File: config.mk
export PLATFORM = sky130hd
export DESIGN_NAME = sc_regs_top
export DESIGN_NICKNAME = d
export VERILOG_FILES = /design/src/sc_regs_pkg.sv /design/src/sc_sync2.sv /design/src/sc_watchdog.sv /design/src/sc_regs_top.sv
export VERILOG_INCLUDE_DIRS = /design/src
export SDC_FILE = /design/constraint.sdc
export NUM_CORES = 1
export LEC_CHECK = 0
export BUFFER_PORTS_ARGS = -buffer_cell sky130_fd_sc_hd__buf_2
export CELL_PAD_IN_SITES_DETAIL_PLACEMENT = 2
export CELL_PAD_IN_SITES_GLOBAL_PLACEMENT = 2
export CORE_MARGIN = 3
export CORE_UTILIZATION = 34
export CTS_BUF_LIST = sky130_fd_sc_hd__clkbuf_16
export CTS_CLUSTER_DIAMETER = 40
export DETAILED_ROUTE_END_ITERATION = 8
export PLACE_DENSITY = 0.93
export REMOVE_ABC_BUFFERS = 1
export SYNTH_ARGS = -nofsm -noshare
export SYNTH_HDL_FRONTEND = slang
export SYNTH_SLANG_ARGS = --single-unit
File: constraint.sdc
create_clock -name mclk -period 4.1 [get_ports mclk]
set_input_delay 0.82 -clock mclk [delete_from_list [all_inputs] [get_ports mclk]]
set_output_delay 0.82 -clock mclk [all_outputs]
set_load 0.05 [all_outputs]
File: src/sc_regs_cfg.svh
// Constants for the system control and status register bank.
// Assumes a 10 MHz mclk and a 32-bit AXI4-Lite register bus.
`ifndef SC_REGS_CFG_SVH
`define SC_REGS_CFG_SVH

// ****************************************************************
// Register indices (byte address is four times the index)
// ****************************************************************
`define SC_IDX_PIN_DRIVE        10'h0bc
`define SC_IDX_CLOCK_SOURCE     10'h0bd
`define SC_IDX_WATCHDOG_EN      10'h0be
`define SC_IDX_LINK_PROTOCOL    10'h0bf
`define SC_IDX_EEPROM_CONTROL   10'h0c0
`define SC_IDX_STATUS           10'h0c1
`define SC_IDX_WATCHDOG_SERVICE 10'h0c8

// ****************************************************************
// Reset values
// ****************************************************************
`define SC_RST_PIN_DRIVE        6'h00
`define SC_RST_CLOCK_SOURCE     2'h0
`define SC_RST_WATCHDOG_EN      2'h0
`define SC_RST_LINK_PROTOCOL    1'h0

// ****************************************************************
// Field positions
// ****************************************************************
`define SC_PIN_TOP              2
`define SC_PIN_MID              1
`define SC_WD_SOFTWARE_BIT      1
`define SC_WD_OSCILLATOR_BIT    0
`define SC_EE_RELOAD_BIT        1
`define SC_EE_PROGRAM_BIT       0
`define SC_ST_TRIM_FAIL         6
`define SC_ST_RAM_INCOMPLETE    5
`define SC_ST_RAM_FAILED        4
`define SC_ST_SUPPLY_OV         3
`define SC_ST_ANALOG_UV         2
`define SC_ST_ANALOG_OC         1
`define SC_ST_BIAS_OC           0

// ****************************************************************
// Timing and limits
// ****************************************************************
`define SC_MCLK_HZ              10000000
`define SC_SW_WD_PERIOD_MS      250
`define SC_SW_WD_CYCLES         (`SC_SW_WD_PERIOD_MS * (`SC_MCLK_HZ / 1000))
`define SC_SCI_MAX_BYTES        4'h8
`define SC_RESP_OKAY            2'h0
`define SC_RESP_SLVERR          2'h2

`endif

File: src/sc_regs_pkg.sv
// Types shared by the system control and status register bank.
// Assumes nothing beyond a SystemVerilog tool.
package sc_regs_pkg;

  typedef enum logic [1:0] {
    SC_CLK_INTERNAL_NOSYNC,
    SC_CLK_INTERNAL_SYNC,
    SC_CLK_EXTERNAL
  } sc_clkmode_t;

  typedef struct packed {
    logic [7:0] stage1;
    logic [7:0] stage2;
  } sc_sync_state_t;

  typedef struct packed {
    logic [21:0] count;
    logic        core_reset;
  } sc_wd_state_t;

  typedef struct packed {
    logic        awready;
    logic        wready;
    logic        aw_got;
    logic        w_got;
    logic [9:0]  aw_idx;
    logic [7:0]  wbyte;
    logic        wbyte_en;
    logic        bvalid;
    logic [1:0]  bresp;
    logic        arready;
    logic        rvalid;
    logic [1:0]  rresp;
    logic [31:0] rdata;
    logic [5:0]  pin_drive;
    logic [1:0]  clock_source;
    logic [1:0]  watchdog_en;
    logic        link_protocol;
    logic        eeprom_busy;
    logic        eeprom_reload;
    logic        eeprom_program_start;
    logic        watchdog_service;
    logic        pin_one_strong;
    logic        pin_two_strong;
    sc_clkmode_t clock_mode;
    logic        sci_mode;
    logic [3:0]  sci_byte_limit;
  } sc_top_state_t;

endpackage

File: src/sc_sync2.sv
// Two-stage synchroniser for eight level inputs from other domains.
// Assumes the inputs are slow levels; no pulse is shorter than a cycle.
`timescale 1ns/1ns
module sc_sync2
  import sc_regs_pkg::*;
(
  input  wire logic       mclk,
  input  wire logic       arst_n,
  input  wire logic [7:0] async_in,
  output logic      [7:0] sync_out
);

  sc_sync_state_t st_q;
  sc_sync_state_t st_d;

  // First stage feeds only the second stage
  always_comb begin
    st_d        = st_q;
    st_d.stage1 = async_in;
    st_d.stage2 = st_q.stage1;
  end

  always_ff @(posedge mclk or negedge arst_n) begin
    if (!arst_n) begin
      st_q <= '0;
    end else begin
      st_q <= st_d;
    end
  end

  assign sync_out = st_q.stage2;

endmodule // sc_sync2

File: src/sc_watchdog.sv
// Software and oscillator watchdogs that request a core reset.
// Assumes synchronised enables and oscillator fault, and a service pulse.
`timescale 1ns/1ns
`include "sc_regs_cfg.svh"
module sc_watchdog
  import sc_regs_pkg::*;
#(
  parameter int TIMEOUT_CYCLES = `SC_SW_WD_CYCLES
) (
  input  wire logic mclk,
  input  wire logic arst_n,
  input  wire logic software_enable,
  input  wire logic oscillator_enable,
  input  wire logic service,
  input  wire logic osc_fault,
  output logic      core_reset
);

  sc_wd_state_t st_q;
  sc_wd_state_t st_d;

  always_comb begin
    st_d            = st_q;
    st_d.core_reset = 1'b0;
    if (!software_enable || service) begin
      st_d.count = '0;
    end else if (st_q.count >= 22'(TIMEOUT_CYCLES - 1)) begin
      // Missed service: one reset pulse, then start a fresh period
      st_d.count      = '0;
      st_d.core_reset = 1'b1; // see RULE_09
    end else begin
      st_d.count = st_q.count + 22'h000001;
    end
    // Held for as long as the oscillator stays out of range
    if (oscillator_enable && osc_fault) begin
      st_d.core_reset = 1'b1; // see RULE_08
    end
  end

  always_ff @(posedge mclk or negedge arst_n) begin
    if (!arst_n) begin
      st_q <= '0;
    end else begin
      st_q <= st_d;
    end
  end

  assign core_reset = st_q.core_reset;

endmodule // sc_watchdog

File: src/sc_regs_top.sv
// System control and status register bank on an AXI4-Lite slave.
// Assumes analog flags and self-test results arrive asynchronously and
// the EEPROM controller reports completion on the mclk domain.
`timescale 1ns/1ns
`include "sc_regs_cfg.svh"

// Overview of operation
// RULE_01 - Pin two top config bit 0 selects weak pull-up.
// RULE_02 - Pin two top and middle bits both 1 select strong pull-up.
// RULE_03 - Pin one top config bit 0 selects weak pull-up.
// RULE_04 - Pin one top and middle bits both 1 select strong pull-up.
// RULE_05 - Software must not program pin one code 101; reserved.
// RULE_06 - Clock codes 00, 11 internal no sync; 10 crystal; reset 00.
// RULE_07 - Clock code 01 runs internal clock and processes sync pulses.
// RULE_08 - Enabled oscillator watchdog resets core on bad oscillator.
// RULE_09 - Enabled software watchdog resets core if not served in 250ms.
// RULE_10 - Watchdog enables: software bit 1, oscillator bit 0, reset 0.
// RULE_11 - Link select 0 runs LIN protocol, 1 buffered SCI; reset 0.
// RULE_12 - Buffered SCI moves at most eight bytes per transfer.
// RULE_13 - Writing 1 to reload bit copies EEPROM into cache.
// RULE_14 - Writing 1 to bit 0 starts EEPROM programming from cache.
// RULE_15 - Bit 0 reads 1 while programming, drops to 0 on completion; code keeps it 1 if bit 0 is written 1 in that cycle.
// RULE_16 - Status bit 6 shows trim corruption.
// RULE_17 - Status bit 5 is 0 when RAM self-test completed, else 1.
// RULE_18 - Status bit 4 is 0 when RAM self-test passed, else 1.
// RULE_19 - Status bits 3..0: overvoltage, undervoltage, overcurrents.
// RULE_20 - Supply fault inputs pass a two-stage synchroniser first.
module sc_regs_top
  import sc_regs_pkg::*;
#(
  parameter int SW_WD_TIMEOUT_CYCLES = `SC_SW_WD_CYCLES
) (
  input  wire logic        mclk,
  input  wire logic        arst_n,
  input  wire logic [11:0] s_axi_awaddr,
  input  wire logic        s_axi_awvalid,
  output logic             s_axi_awready,
  input  wire logic [31:0] s_axi_wdata,
  input  wire logic [3:0]  s_axi_wstrb,
  input  wire logic        s_axi_wvalid,
  output logic             s_axi_wready,
  output logic [1:0]       s_axi_bresp,
  output logic             s_axi_bvalid,
  input  wire logic        s_axi_bready,
  input  wire logic [11:0] s_axi_araddr,
  input  wire logic        s_axi_arvalid,
  output logic             s_axi_arready,
  output logic [31:0]      s_axi_rdata,
  output logic [1:0]       s_axi_rresp,
  output logic             s_axi_rvalid,
  input  wire logic        s_axi_rready,
  input  wire logic        supply_overvoltage,
  input  wire logic        analog_supply_undervoltage,
  input  wire logic        analog_supply_overcurrent,
  input  wire logic        bias_overcurrent,
  input  wire logic        trim_corrupted,
  input  wire logic        ram_selftest_completed,
  input  wire logic        ram_selftest_passed,
  input  wire logic        oscillator_out_of_range,
  input  wire logic        eeprom_program_done,
  output logic             pin_one_strong,
  output logic             pin_two_strong,
  output sc_clkmode_t      clock_mode,
  output logic             sci_mode,
  output logic [3:0]       sci_byte_limit,
  output logic             eeprom_reload,
  output logic             eeprom_program_start,
  output logic             core_reset
);

  // ****************************************************************
  // Input synchronisation
  // ****************************************************************
  logic [7:0] sync_flags;
  logic [7:0] status_byte;
  logic       osc_fault;

  sc_sync2 u_sync (
    .mclk     (mclk),
    .arst_n   (arst_n),
    .async_in ({oscillator_out_of_range, trim_corrupted,
                ram_selftest_completed, ram_selftest_passed,
                supply_overvoltage, analog_supply_undervoltage,
                analog_supply_overcurrent, bias_overcurrent}), // see RULE_20
    .sync_out (sync_flags)
  );

  assign osc_fault = sync_flags[7];

  // A self-test that never started reports both incomplete and failed
  always_comb begin
    status_byte                        = 8'h00;
    status_byte[`SC_ST_TRIM_FAIL]      = sync_flags[6];  // see RULE_16
    status_byte[`SC_ST_RAM_INCOMPLETE] = ~sync_flags[5]; // see RULE_17
    status_byte[`SC_ST_RAM_FAILED]     = ~sync_flags[4]; // see RULE_18
    status_byte[`SC_ST_SUPPLY_OV]      = sync_flags[3];  // see RULE_19
    status_byte[`SC_ST_ANALOG_UV]      = sync_flags[2];  // see RULE_19
    status_byte[`SC_ST_ANALOG_OC]      = sync_flags[1];  // see RULE_19
    status_byte[`SC_ST_BIAS_OC]        = sync_flags[0];  // see RULE_19
  end

  // ****************************************************************
  // State
  // ****************************************************************
  sc_top_state_t st_q;
  sc_top_state_t st_d;

  logic [9:0] ar_idx;
  logic       do_write;

  assign ar_idx   = s_axi_araddr[11:2];
  assign do_write = st_q.aw_got && st_q.w_got && !st_q.bvalid;

  // ****************************************************************
  // Next state
  // ****************************************************************
  always_comb begin
    st_d                      = st_q;
    st_d.eeprom_reload        = 1'b0;
    st_d.eeprom_program_start = 1'b0;
    st_d.watchdog_service     = 1'b0;

    // Write address and data are taken independently, in any order
    if (s_axi_awvalid && st_q.awready) begin
      st_d.aw_got = 1'b1;
      st_d.aw_idx = s_axi_awaddr[11:2];
    end
    if (s_axi_wvalid && st_q.wready) begin
      st_d.w_got    = 1'b1;
      st_d.wbyte    = s_axi_wdata[7:0];
      st_d.wbyte_en = s_axi_wstrb[0];
    end

    // Programming ends when the EEPROM controller reports completion
    if (eeprom_program_done) begin
      st_d.eeprom_busy = 1'b0; // see RULE_15
    end

    if (do_write) begin
      st_d.aw_got = 1'b0;
      st_d.w_got  = 1'b0;
      st_d.bvalid = 1'b1;
      st_d.bresp  = `SC_RESP_OKAY;
      unique case (st_q.aw_idx)
        `SC_IDX_PIN_DRIVE: begin
          // Code 101 on pin one is left to software to avoid
          if (st_q.wbyte_en) begin
            st_d.pin_drive = st_q.wbyte[5:0]; // see RULE_05
          end
        end
        `SC_IDX_CLOCK_SOURCE: begin
          if (st_q.wbyte_en) begin
            st_d.clock_source = st_q.wbyte[1:0]; // see RULE_06
          end
        end
        `SC_IDX_WATCHDOG_EN: begin
          if (st_q.wbyte_en) begin
            st_d.watchdog_en = st_q.wbyte[1:0]; // see RULE_10
          end
        end
        `SC_IDX_LINK_PROTOCOL: begin
          if (st_q.wbyte_en) begin
            st_d.link_protocol = st_q.wbyte[0]; // see RULE_11
          end
        end
        `SC_IDX_EEPROM_CONTROL: begin
          if (st_q.wbyte_en && st_q.wbyte[`SC_EE_RELOAD_BIT]) begin
            st_d.eeprom_reload = 1'b1; // see RULE_13
          end
          // A start while busy is ignored; the set wins over done
          if (st_q.wbyte_en && st_q.wbyte[`SC_EE_PROGRAM_BIT]) begin
            if (!st_q.eeprom_busy) begin
              st_d.eeprom_program_start = 1'b1; // see RULE_14
            end
            st_d.eeprom_busy = 1'b1; // see RULE_15
          end
        end
        `SC_IDX_STATUS: begin
          // Read-only; writes are accepted and dropped
        end
        `SC_IDX_WATCHDOG_SERVICE: begin
          st_d.watchdog_service = st_q.wbyte_en; // see RULE_09
        end
        default: begin
          st_d.bresp = `SC_RESP_SLVERR;
        end
      endcase
    end

    if (st_q.bvalid && s_axi_bready) begin
      st_d.bvalid = 1'b0;
    end
    // Only one write in flight: hold both channels until the answer
    st_d.awready = !st_d.aw_got && !st_d.bvalid;
    st_d.wready  = !st_d.w_got && !st_d.bvalid;

    // Read channel: data registered one cycle after the address
    if (st_q.rvalid && s_axi_rready) begin
      st_d.rvalid = 1'b0;
    end
    if (s_axi_arvalid && st_q.arready) begin
      st_d.rvalid = 1'b1;
      st_d.rresp  = `SC_RESP_OKAY;
      st_d.rdata  = 32'h00000000;
      unique case (ar_idx)
        `SC_IDX_PIN_DRIVE: begin
          st_d.rdata[5:0] = st_q.pin_drive;
        end
        `SC_IDX_CLOCK_SOURCE: begin
          st_d.rdata[1:0] = st_q.clock_source;
        end
        `SC_IDX_WATCHDOG_EN: begin
          st_d.rdata[1:0] = st_q.watchdog_en;
        end
        `SC_IDX_LINK_PROTOCOL: begin
          st_d.rdata[0] = st_q.link_protocol;
        end
        `SC_IDX_EEPROM_CONTROL: begin
          // Reload is write-only and reads back as 0
          st_d.rdata[`SC_EE_PROGRAM_BIT] = st_q.eeprom_busy; // see RULE_15
        end
        `SC_IDX_STATUS: begin
          st_d.rdata[7:0] = status_byte;
        end
        `SC_IDX_WATCHDOG_SERVICE: begin
        end
        default: begin
          st_d.rresp = `SC_RESP_SLVERR;
        end
      endcase
    end
    st_d.arready = !st_d.rvalid;

    // Pin drive decode; codes not listed fall back to weak pull-up
    st_d.pin_one_strong = st_d.pin_drive[`SC_PIN_TOP]
                       && st_d.pin_drive[`SC_PIN_MID]; // see RULE_03, RULE_04
    st_d.pin_two_strong = st_d.pin_drive[3 + `SC_PIN_TOP]
                       && st_d.pin_drive[3 + `SC_PIN_MID]; // see RULE_01, RULE_02

    unique case (st_d.clock_source)
      2'h1:    st_d.clock_mode = SC_CLK_INTERNAL_SYNC;   // see RULE_07
      2'h2:    st_d.clock_mode = SC_CLK_EXTERNAL;        // see RULE_06
      default: st_d.clock_mode = SC_CLK_INTERNAL_NOSYNC; // see RULE_06
    endcase

    st_d.sci_mode       = st_d.link_protocol; // see RULE_11
    st_d.sci_byte_limit = st_d.link_protocol ? `SC_SCI_MAX_BYTES
                                             : 4'h0; // see RULE_12
  end

  // ****************************************************************
  // Registers
  // ****************************************************************
  always_ff @(posedge mclk or negedge arst_n) begin
    if (!arst_n) begin
      st_q               <= '0;
      st_q.pin_drive     <= `SC_RST_PIN_DRIVE;
      st_q.clock_source  <= `SC_RST_CLOCK_SOURCE;
      st_q.watchdog_en   <= `SC_RST_WATCHDOG_EN;
      st_q.link_protocol <= `SC_RST_LINK_PROTOCOL;
      st_q.clock_mode    <= SC_CLK_INTERNAL_NOSYNC;
    end else begin
      st_q <= st_d;
    end
  end

  // ****************************************************************
  // Watchdogs
  // ****************************************************************
  sc_watchdog #(
    .TIMEOUT_CYCLES (SW_WD_TIMEOUT_CYCLES)
  ) u_watchdog (
    .mclk              (mclk),
    .arst_n            (arst_n),
    .software_enable   (st_q.watchdog_en[`SC_WD_SOFTWARE_BIT]),
    .oscillator_enable (st_q.watchdog_en[`SC_WD_OSCILLATOR_BIT]),
    .service           (st_q.watchdog_service),
    .osc_fault         (osc_fault), // see RULE_08
    .core_reset        (core_reset)
  );

  // ****************************************************************
  // Outputs
  // ****************************************************************
  assign s_axi_awready        = st_q.awready;
  assign s_axi_wready         = st_q.wready;
  assign s_axi_bvalid         = st_q.bvalid;
  assign s_axi_bresp          = st_q.bresp;
  assign s_axi_arready        = st_q.arready;
  assign s_axi_rvalid         = st_q.rvalid;
  assign s_axi_rdata          = st_q.rdata;
  assign s_axi_rresp          = st_q.rresp;
  assign pin_one_strong       = st_q.pin_one_strong;
  assign pin_two_strong       = st_q.pin_two_strong;
  assign clock_mode           = st_q.clock_mode;
  assign sci_mode             = st_q.sci_mode;
  assign sci_byte_limit       = st_q.sci_byte_limit;
  assign eeprom_reload        = st_q.eeprom_reload;
  assign eeprom_program_start = st_q.eeprom_program_start;

endmodule // sc_regs_top

# After elaboration in Yosys (flattened, before gate mapping)
# Cells that the tools add are included.
[classes]
n_lt_le_gt_ge = 1
bitwise_logic = 2
n_reduce_logical = 25
mux = 36
addsub = 1
n_eq_ne = 16
[ops]
columns = ["cell", "count"]
rows = [
  ["10-bit by 8-bit == test with 1-bit output (second input constant)", 14],
  ["22-bit 2-to-1 mux", 2],
  ["35-bit 2-to-1 mux", 1],
  ["22-bit by 1-bit adder with 22-bit output (second input constant)", 1],
  ["22-bit greater-or-equal comparator (second input constant)", 1],
  ["1-bit 2-to-1 mux", 16],
  ["15-bit 2-to-1 mux", 1],
  ["1-bit logical AND", 14],
  ["2-bit 2-to-1 mux", 7],
  ["7-bit OR reduction", 2],
  ["6-bit 2-to-1 mux", 2],
  ["4-bit one-hot mux with 2 select lines", 1],
  ["1-bit zero test", 6],
  ["3-bit 2-to-1 mux", 2],
  ["1-bit one-hot mux with 6 select lines", 1],
  ["3-bit AND reduction", 2],
  ["4-bit 2-to-1 mux", 1],
  ["1-bit one-hot mux with 4 select lines", 1],
  ["2-bit one-hot mux with 2 select lines", 1],
  ["2-bit by 1-bit == test with 1-bit output (second input constant)", 1],
  ["2-bit == test (second input constant)", 1],
  ["1-bit inverter", 2],
  ["1-bit logical OR", 1],
]
[word_totals]
elab_cells = 111
reg_bits = 98
out_inout_bits = 53
inputBits = 76

# Depth between registers and ports, before layout
# Gate-level depths: netlist of the first run.
[depth]
word_depth = 7
ltp_mapped = 6

# By module
# From an unflattened synthesis of the first run, not the netlist that was laid out.
[hier_totals]
hier_cells = 372
hier_area_um2 = 4270.3
[modules_own_cells]
columns = ["mod", "area_per_inst_um2", "instances", "cells_per_inst", "seq_area_each_um2"]
rows = [
  ["sc_regs_top", 2597.5, 1, 232, 1301.2],
  ["sc_watchdog", 1272.5, 1, 124, 575.6],
  ["sc_sync2", 400.4, 1, 16, 400.4],
]

# Least setup slack after synthesis of the first run
# OpenSTA, ideal clock, no wires.
[synth_timing]
kind = "reg-to-reg"
startpoint = "register st_q, in the netlist s_axi_bvalid"
endpoint = "register st_q[18] (netlist bit)"
path_buffers = 1
required_time_ps = 3975
path_slack_ps = 2167
setup_ps = 125
arrival_time_ps = 1808
path_stages_with_launch = 6
path_cell_list = "dfrtp_1 and3b_1 clkbuf_1 and4b_1 nand2_1 mux2_2"
[synth_between]
elab_chain_len = 3
[synth_rtl]
columns = ["item", "line_no", "rtl"]
rows = [
  ["start: declaration", "sc_regs_top.sv:105", "sc_top_state_t st_q;"],
  ["start signal: assignment", "sc_regs_top.sv:263", "st_q <= st_d;"],
  ["1-bit zero test", "sc_regs_top.sv:112", "assign do_write = st_q.aw_got && st_q.w_got && !st_q.bvalid;"],
  ["1-bit logical AND", "sc_regs_top.sv:112", ""],
  ["3-bit AND reduction (no source line)", "n/a", ""],
]
# Every way passes these cells.
# A chain may end at the register's enable or synchronous reset.

==> flow_metrics.env, run 1 <==
export IMPL_cp_max_fo=22
export IMPL_syn_instance_count=364
export IMPL_power_mw=2.564
export IMPL_grt_pass1_vias=3454
export IMPL_grt_max_degree=70
export IMPL_rsz0062_at_grt="no"
export IMPL_die_w_um=116.4
export IMPL_synthFlopType="dfrtp_1"
export IMPL_fin_tns_setup_ns=0
export IMPL_synth_seq_cells=91
export IMPL_clk_pin_slew_worst_paths_ns=0.07
export IMPL_period_needed_ns=2.729
export IMPL_synth_area_leader_cell="dfrtp_1"
export IMPL_clock_sinks=91
export IMPL_critPathKind="reg -> reg"
export IMPL_synth_edf_count=0
export IMPL_drive_gt1_share_pct=28.17
export IMPL_initial_utilization_pct=35.51
export IMPL_cts_setup_buffers=0
export IMPL_numPortBuffers=65
export IMPL_cts_root_buf="clkbuf_16"
export IMPL_yosysSeqAreaShare_pct=54.98
export IMPL_async_flop_share_pct=100.0
export IMPL_min_from="u_sync.st_d[5]"
export IMPL_setup_ws_ns=1.371
export IMPL_final_area_mm2=0.004763
export IMPL_r2r_start="u_watchdog.st_q[1]"
export IMPL_dpl_cell_count=553
export IMPL_antenna_found_initial=0
export IMPL_cts_buffer_depth=2
export IMPL_final_util_pct=40.84
export IMPL_hold_path_class="reg -> reg"
export IMPL_syn_area_mm2=0.004141
export IMPL_cp_slowest_stage_delay_ns=0.79
export IMPL_placement_setup_worst_slack_ns=1.464
export IMPL_first_pass_iters=5
export IMPL_drt_drc_violations_left=0
export IMPL_cp_cell_sequence="ha_1, nand4_1, a211oi_1, a2111o_1, nor2_1"
export IMPL_fmax_ghz=0.3664
export IMPL_vias=3017
export IMPL_antenna_cells=0
export IMPL_totalWireLength_um=12810
export IMPL_rows=39
export IMPL_cts_htree_levels=3
export IMPL_ys_warn_count=0
export IMPL_report_final_setup_viol=0
export IMPL_synth_top_cell_area_share_pct=54.98
export IMPL_hold_viol=0
export IMPL_place_congestion=0.7708
export IMPL_synth_most_common_cell="dfrtp_1"
export IMPL_synth_common_cells="dfrtp_1 (91), buf_4 (43), mux2_2 (28), nand2_1 (27), nor2_1 (25)"
export IMPL_layout_worst_path_cycle_share_pct=66.56
export IMPL_wl_per_cell_um=22.51
export IMPL_fin_nets=498
export IMPL_track_usage_pct=19.80
export IMPL_vias_per_cell=5.302
export IMPL_slowest_stage="a2111o_1"
export IMPL_slew_headroom_pct=34.78
export IMPL_cts_tree="done"
export IMPL_whs_ns=0.3512
export IMPL_fin_worst_skew_ns=0.01032
export IMPL_stdcell_count=569
export IMPL_numCtsBuffers=9
export IMPL_final_antenna_net_count=0
export IMPL_grt_pass1_wl_um=20090
export IMPL_worstHoldEndpoint="u_sync.sync_out[5]"
export IMPL_max_cap_violations=0
export IMPL_yosysUniqueCellTypes=47
export IMPL_die_h_um=116.4
export IMPL_ir_worst_vdd_uv=277.5
export IMPL_tightestPinTransition_ns=0.9648
export IMPL_io_pins=129
export IMPL_hpwl_um=8587
export IMPL_r2r_setup_slack_ns=1.37
export IMPL_yosys_top_cells_area="dfrtp_1 (55%), buf_4 (7.8%), mux2_2 (7.6%)"
export IMPL_num_fill_cells=1240
export IMPL_p_leak_nw=2.193
export IMPL_reg2regPathDepth=5
export IMPL_r2r_end="u_watchdog.st_q[13]"
export IMPL_drt_iter0_markers=136
export IMPL_holdPathStages=0
export IMPL_die_area_mm2=0.01354
export IMPL_status="completed"
export IMPL_p_per_area_mw_per_mm2=538.3
export IMPL_cts_hold_buf=0
export IMPL_worstSetupEndpointType="flop"
export IMPL_coreArea_mm2=0.01166
export IMPL_clk_latency_ns=0.35
export IMPL_placed_area_mm2=0.004415
export IMPL_slew_violations=0
export IMPL_syn_avg_cell_area_um2=11.38
export IMPL_area_growth_pct=15.02
export IMPL_ctsResizeCount=0
export IMPL_crit_arrival_ns=2.90
export IMPL_grt_overflow=0
export IMPL_crit_path_start_kind="flop"
export IMPL_cp_data_required_time_ns=4.27
==> worst max-delay path, delay by kind of cell, from the launching register on <==
family                     cells  cell delay [ns]
AOI/OAI and AO/OA              2             1.27
adders and majority gates      1             0.27
DFF                            1             0.41
and+or+nand+nor                2             0.60
==> metal layers <==
| layer | up-vias | wire [um] | track usage [%] | share of wire [%] |
|---|---|---|---|---|
| li1 | 1327 | - | - | - |
| met1 | 1565 | 4984 | 22.64 | 39 |
| met2 | 101 | 6973 | 36.38 | 54 |
| met3 | 24 | 558 | 4.249 | 4.4 |
| met4 | 0 | 293 | 6.883 | 2.3 |
| met5 | - | 0 | 0 | 0 |
==> kinds of logic after synthesis <==
group	count (synthesis)	share of synthesized area [%]
AO/OA/AOI/OAI	45	7.221
multiplexers	35	9.607
adder cells (fa/ha/maj)	1	0.3021
flip-flops	91	54.98
XOR/XNOR	13	2.749
other	1	0.09055
AND/OR/NAND/NOR	120	15.80
buffers and inverters	58	9.245
==> report_power, final <==
part / switching, mW / total [mW] / internal (mW) / leakage [nW]
registers: 0.133 / 1.16 / 1.02 / 1.17
clock network: 0.373 / 0.973 / 0.600 / 0.163
logic: 0.275 / 0.434 / 0.159 / 0.857
total: 0.782 / 2.56 / 1.78 / 2.19
==> state kept, by name (all words and copies together), names as in the netlist, 2 cells and up <==
signal / flops
st_q: 31
u_watchdog.st_q: 22
u_sync.sync_out: 8
s_axi_rdata: 7
u_sync.st_d: 8
clock_mode: 2
==> placed cells by master (no fill, tap or decap), types with 4 or more instances in the layout <==
cell type,Yosys,layout
nor4_1,6,6
nor2_1,25,25
nand2b_1,6,6
xnor2_1,8,8
a21oi_2,4,4
nand4_1,8,8
mux2_2,28,28
or4_1,8,8
xor2_1,5,5
clkbuf_16,0,9
a21oi_1,11,11
o31ai_1,7,7
a22oi_1,5,5
nor3_1,6,6
dfrtp_1,91,91
o21ai_0,10,10
conb_1,1,30
buf_2,3,64
mux2i_1,6,6
nand3_1,8,8
nand2_1,27,27
inv_1,9,9
==> layout make-up <==
cell class | instances | area [um^2] | share of cell area (%)
Sequential cell | 91 | 2277 | 47.81
Multi-Input combinational cell | 244 | 1590 | 33.39
Timing Repair Buffer | 66 | 335.3 | 7.040
Inverter | 9 | 33.78 | 0.7092
Clock buffer | 9 | 225.2 | 4.728
Clock inverter | 7 | 122.6 | 2.574
Tap cell | 143 | 178.9 | 3.756
==> worst max-delay path by stage <==
| stage | startpoint | endpoint | slack [ns] | depth (start not counted) |
|---|---|---|---|---|
| 6_report | u_watchdog.st_q[1] | u_watchdog.st_q[13] | 1.37 | 5 |
| 5_1_grt | u_watchdog.st_q[1] | u_watchdog.st_q[7] | 1.21 | 5 |
| 4_1_cts | u_watchdog.st_q[1] | u_watchdog.st_q[13] | 1.39 | 5 |
| 3_5_place_dp | u_watchdog.st_q[1] | u_watchdog.st_q[13] | 1.46 | 5 |
| 3_3_place_gp | u_watchdog.st_q[1] | u_watchdog.st_q[9] | 1.78 | 5 |
| 2_1_floorplan | u_watchdog.st_q[15] | u_watchdog.st_q[18] | 2.06 | 4 |
Note: power is estimated with default switching activity, not from simulation.
==> run 2, diff against run 1 <==
--- a/config.mk
+++ b/config.mk
@@ -10,11 +10,11 @@
 export CELL_PAD_IN_SITES_DETAIL_PLACEMENT = 2
 export CELL_PAD_IN_SITES_GLOBAL_PLACEMENT = 2
 export CORE_MARGIN = 3
-export CORE_UTILIZATION = 34
+export CORE_UTILIZATION = 32
 export CTS_BUF_LIST = sky130_fd_sc_hd__clkbuf_16
 export CTS_CLUSTER_DIAMETER = 40
 export DETAILED_ROUTE_END_ITERATION = 8
-export PLACE_DENSITY = 0.93
+export PLACE_DENSITY = 0.89
 export REMOVE_ABC_BUFFERS = 1
 export SYNTH_ARGS = -nofsm -noshare
 export SYNTH_HDL_FRONTEND = slang
==> constraint.sdc (replaced) <==
create_clock -name mclk -period 2.83 [get_ports mclk]
set_input_delay 0.566 -clock mclk [delete_from_list [all_inputs] [get_ports mclk]]
set_output_delay 0.566 -clock mclk [all_outputs]
set_load 0.05 [all_outputs]
==> run 2 against run 1 <==
Compared with the run above:
- cell area fell by 0.24%
- core utilization is 2.2 points lower
- total power up 34%
- via count shrank 2.1%
- global-route usage down 3.2 points
- clock skew decreased by 0.0015 ns
- critical path type unchanged
- largest cell class unchanged
- highest routed layer unchanged
==> flow_metrics.env, run 2 (synthesized netlist as in run 1, its figures left out) <==
export IMPL_cts_tree="done"
export IMPL_vias_per_cell=4.963
export IMPL_numCtsBuffers=9
export IMPL_max_cap_violations=0
export IMPL_totalWireLength_um=11560
export IMPL_seq_power_share_pct=48.1
export IMPL_ir_worst_vdd_uv=381.3
export IMPL_status="completed"
export IMPL_fin_tns_setup_ns=0
export IMPL_period_needed_ns=2.539
export IMPL_place_congestion=0.8247
export IMPL_crit_path_start_kind="flop"
export IMPL_switching_share_pct=32.54
export IMPL_track_usage_pct=16.63
export IMPL_initial_utilization_pct=33.64
export IMPL_p_per_area_mw_per_mm2=725.3
export IMPL_cts_root_buf="clkbuf_16"
export IMPL_slew_headroom_pct=35.46
export IMPL_p_comb_share_pct=17.9
export IMPL_io_pins=129
export IMPL_drt_iter0_markers=109
export IMPL_grt_overflow=0
export IMPL_cts_buffer_depth=2
export IMPL_die_w_um=119.8
export IMPL_cts_htree_levels=3
export IMPL_setup_ws_ns=0.2909
export IMPL_layout_worst_path_cycle_share_pct=89.72
export IMPL_top_regs="st_q (31), u_watchdog.st_q (22)"
export IMPL_antenna_cells=0
export IMPL_coreArea_mm2=0.01231
export IMPL_p_int_mw=2.325
export IMPL_fmax_ghz=0.3938
export IMPL_hold_path_class="in -> async"
export IMPL_whs_ns=0.2290
export IMPL_final_area_mm2=0.004752
export IMPL_antenna_found_initial=0
export IMPL_first_pass_iters=4
export IMPL_drt_drc_violations_left=0
export IMPL_drive_gt1_share_pct=28.34
export IMPL_hold_viol=0
export IMPL_critPathKind="reg -> reg"
export IMPL_wl_per_cell_um=19.43
export IMPL_grt_pass1_wl_um=18690
export IMPL_tightestPinTransition_ns=0.9547
export IMPL_clk_latency_ns=0.34
export IMPL_placed_area_mm2=0.004467
export IMPL_clock_sinks=91
export IMPL_rsz0062_at_grt="no"
export IMPL_worstSetupEndpointType="flop"
export IMPL_report_final_setup_viol=0
export IMPL_largest_reg_flops=31
export IMPL_cts_setup_buffers=0
export IMPL_fin_worst_skew_ns=0.008792
export IMPL_mostFrequentLayoutCell="dfrtp_1"
export IMPL_slew_violations=0
export IMPL_final_util_pct=38.60
export IMPL_area_growth_pct=14.74
export IMPL_crit_start="u_watchdog.st_q[15]"
export IMPL_rows=40
export IMPL_largest_register="st_q"
export IMPL_net_switching_power_mw=1.121
export IMPL_cts_hold_buf=0
export IMPL_die_area_mm2=0.01434
export IMPL_grt_max_degree=49
export IMPL_numPortBuffers=65
export IMPL_num_fill_cells=1331
export IMPL_final_antenna_net_count=0
export IMPL_p_clk_share_pct=34.0
export IMPL_r2r_start="u_watchdog.st_q[15]"
export IMPL_placement_setup_worst_slack_ns=0.2996
export IMPL_vias=2953
export IMPL_ctsResizeCount=0
export IMPL_grt_pass1_vias=3450
export IMPL_layout_common_cells="dfrtp_1 (91), buf_2 (64), conb_1 (30), mux2_2 (28), nand2_1 (27)"
export IMPL_fin_nets=499
export IMPL_die_h_um=119.8
export IMPL_clk_pin_slew_worst_paths_ns=0.07
export IMPL_crit_arrival_ns=2.72
export IMPL_cp_max_fo=22
export IMPL_p_leak_nw=2.175
export IMPL_cp_data_required_time_ns=3.01
export IMPL_hpwl_um=8439
-- run 2: routing by layer --
layer	vias to the layer above	routed length (um)	GRT usage (%)
met5	-	0	0
li1	1330	-	-
met3	19	401	2.733
met1	1521	4570	19.07
met4	0	299	7.015
met2	83	6292	30.54
-- run 2: worst max-delay path, cell delays in order, from the launching register on --
cell and delay (ns):
dfrtp_1 0.44, or4_1 0.59, a211oi_1 0.38, a2111o_1 0.78
nor2_1 0.18
-- run 2: area by class of cell --
type	instances	area (um^2)	area share (%)
sequential	91	2277	47.92
multi-input combinational	244	1590	33.47
timing repair buffer	67	355.3	7.478
clock buffer	9	225.2	4.739
tap	168	210.2	4.423
clock inverter	7	60.06	1.264
inverter	9	33.78	0.7109
-- run 2: metrics by stage --
| stage | total power [mW] | cells |
|---|---|---|
| floorplan | 2.071 | 344 |
| global placement | 2.238 | 579 |
| detailed placement | 2.299 | 579 |
| CTS | 3.490 | 595 |
| global route | 3.634 | 595 |
| finish | 3.447 | 595 |
-- run 2: worst paths after layout --
path,endpoint,slack [ns],depth (start not counted)
max in group asynchronous,u_sync.sync_out[6],1.93,2
worst min-delay path,u_sync.sync_out[7],0.23,1
worst min register to register,u_sync.sync_out[1],0.35,0
worst max register to register,u_watchdog.st_q[7],0.29,4
worst max-delay path,u_watchdog.st_q[7],0.29,4
min in group mclk,u_sync.st_d[2],0.32,1
-- run 2: power groups by stage --
stage / logic (mW) / registers, mW / clock network [mW]
3_3_place_gp: 0.582 / 1.66 / 0
6_report: 0.617 / 1.66 / 1.17
4_1_cts: 0.628 / 1.66 / 1.20
3_5_place_dp: 0.620 / 1.68 / 0
2_1_floorplan: 0.366 / 1.70 / 0
5_1_grt: 0.674 / 1.69 / 1.27
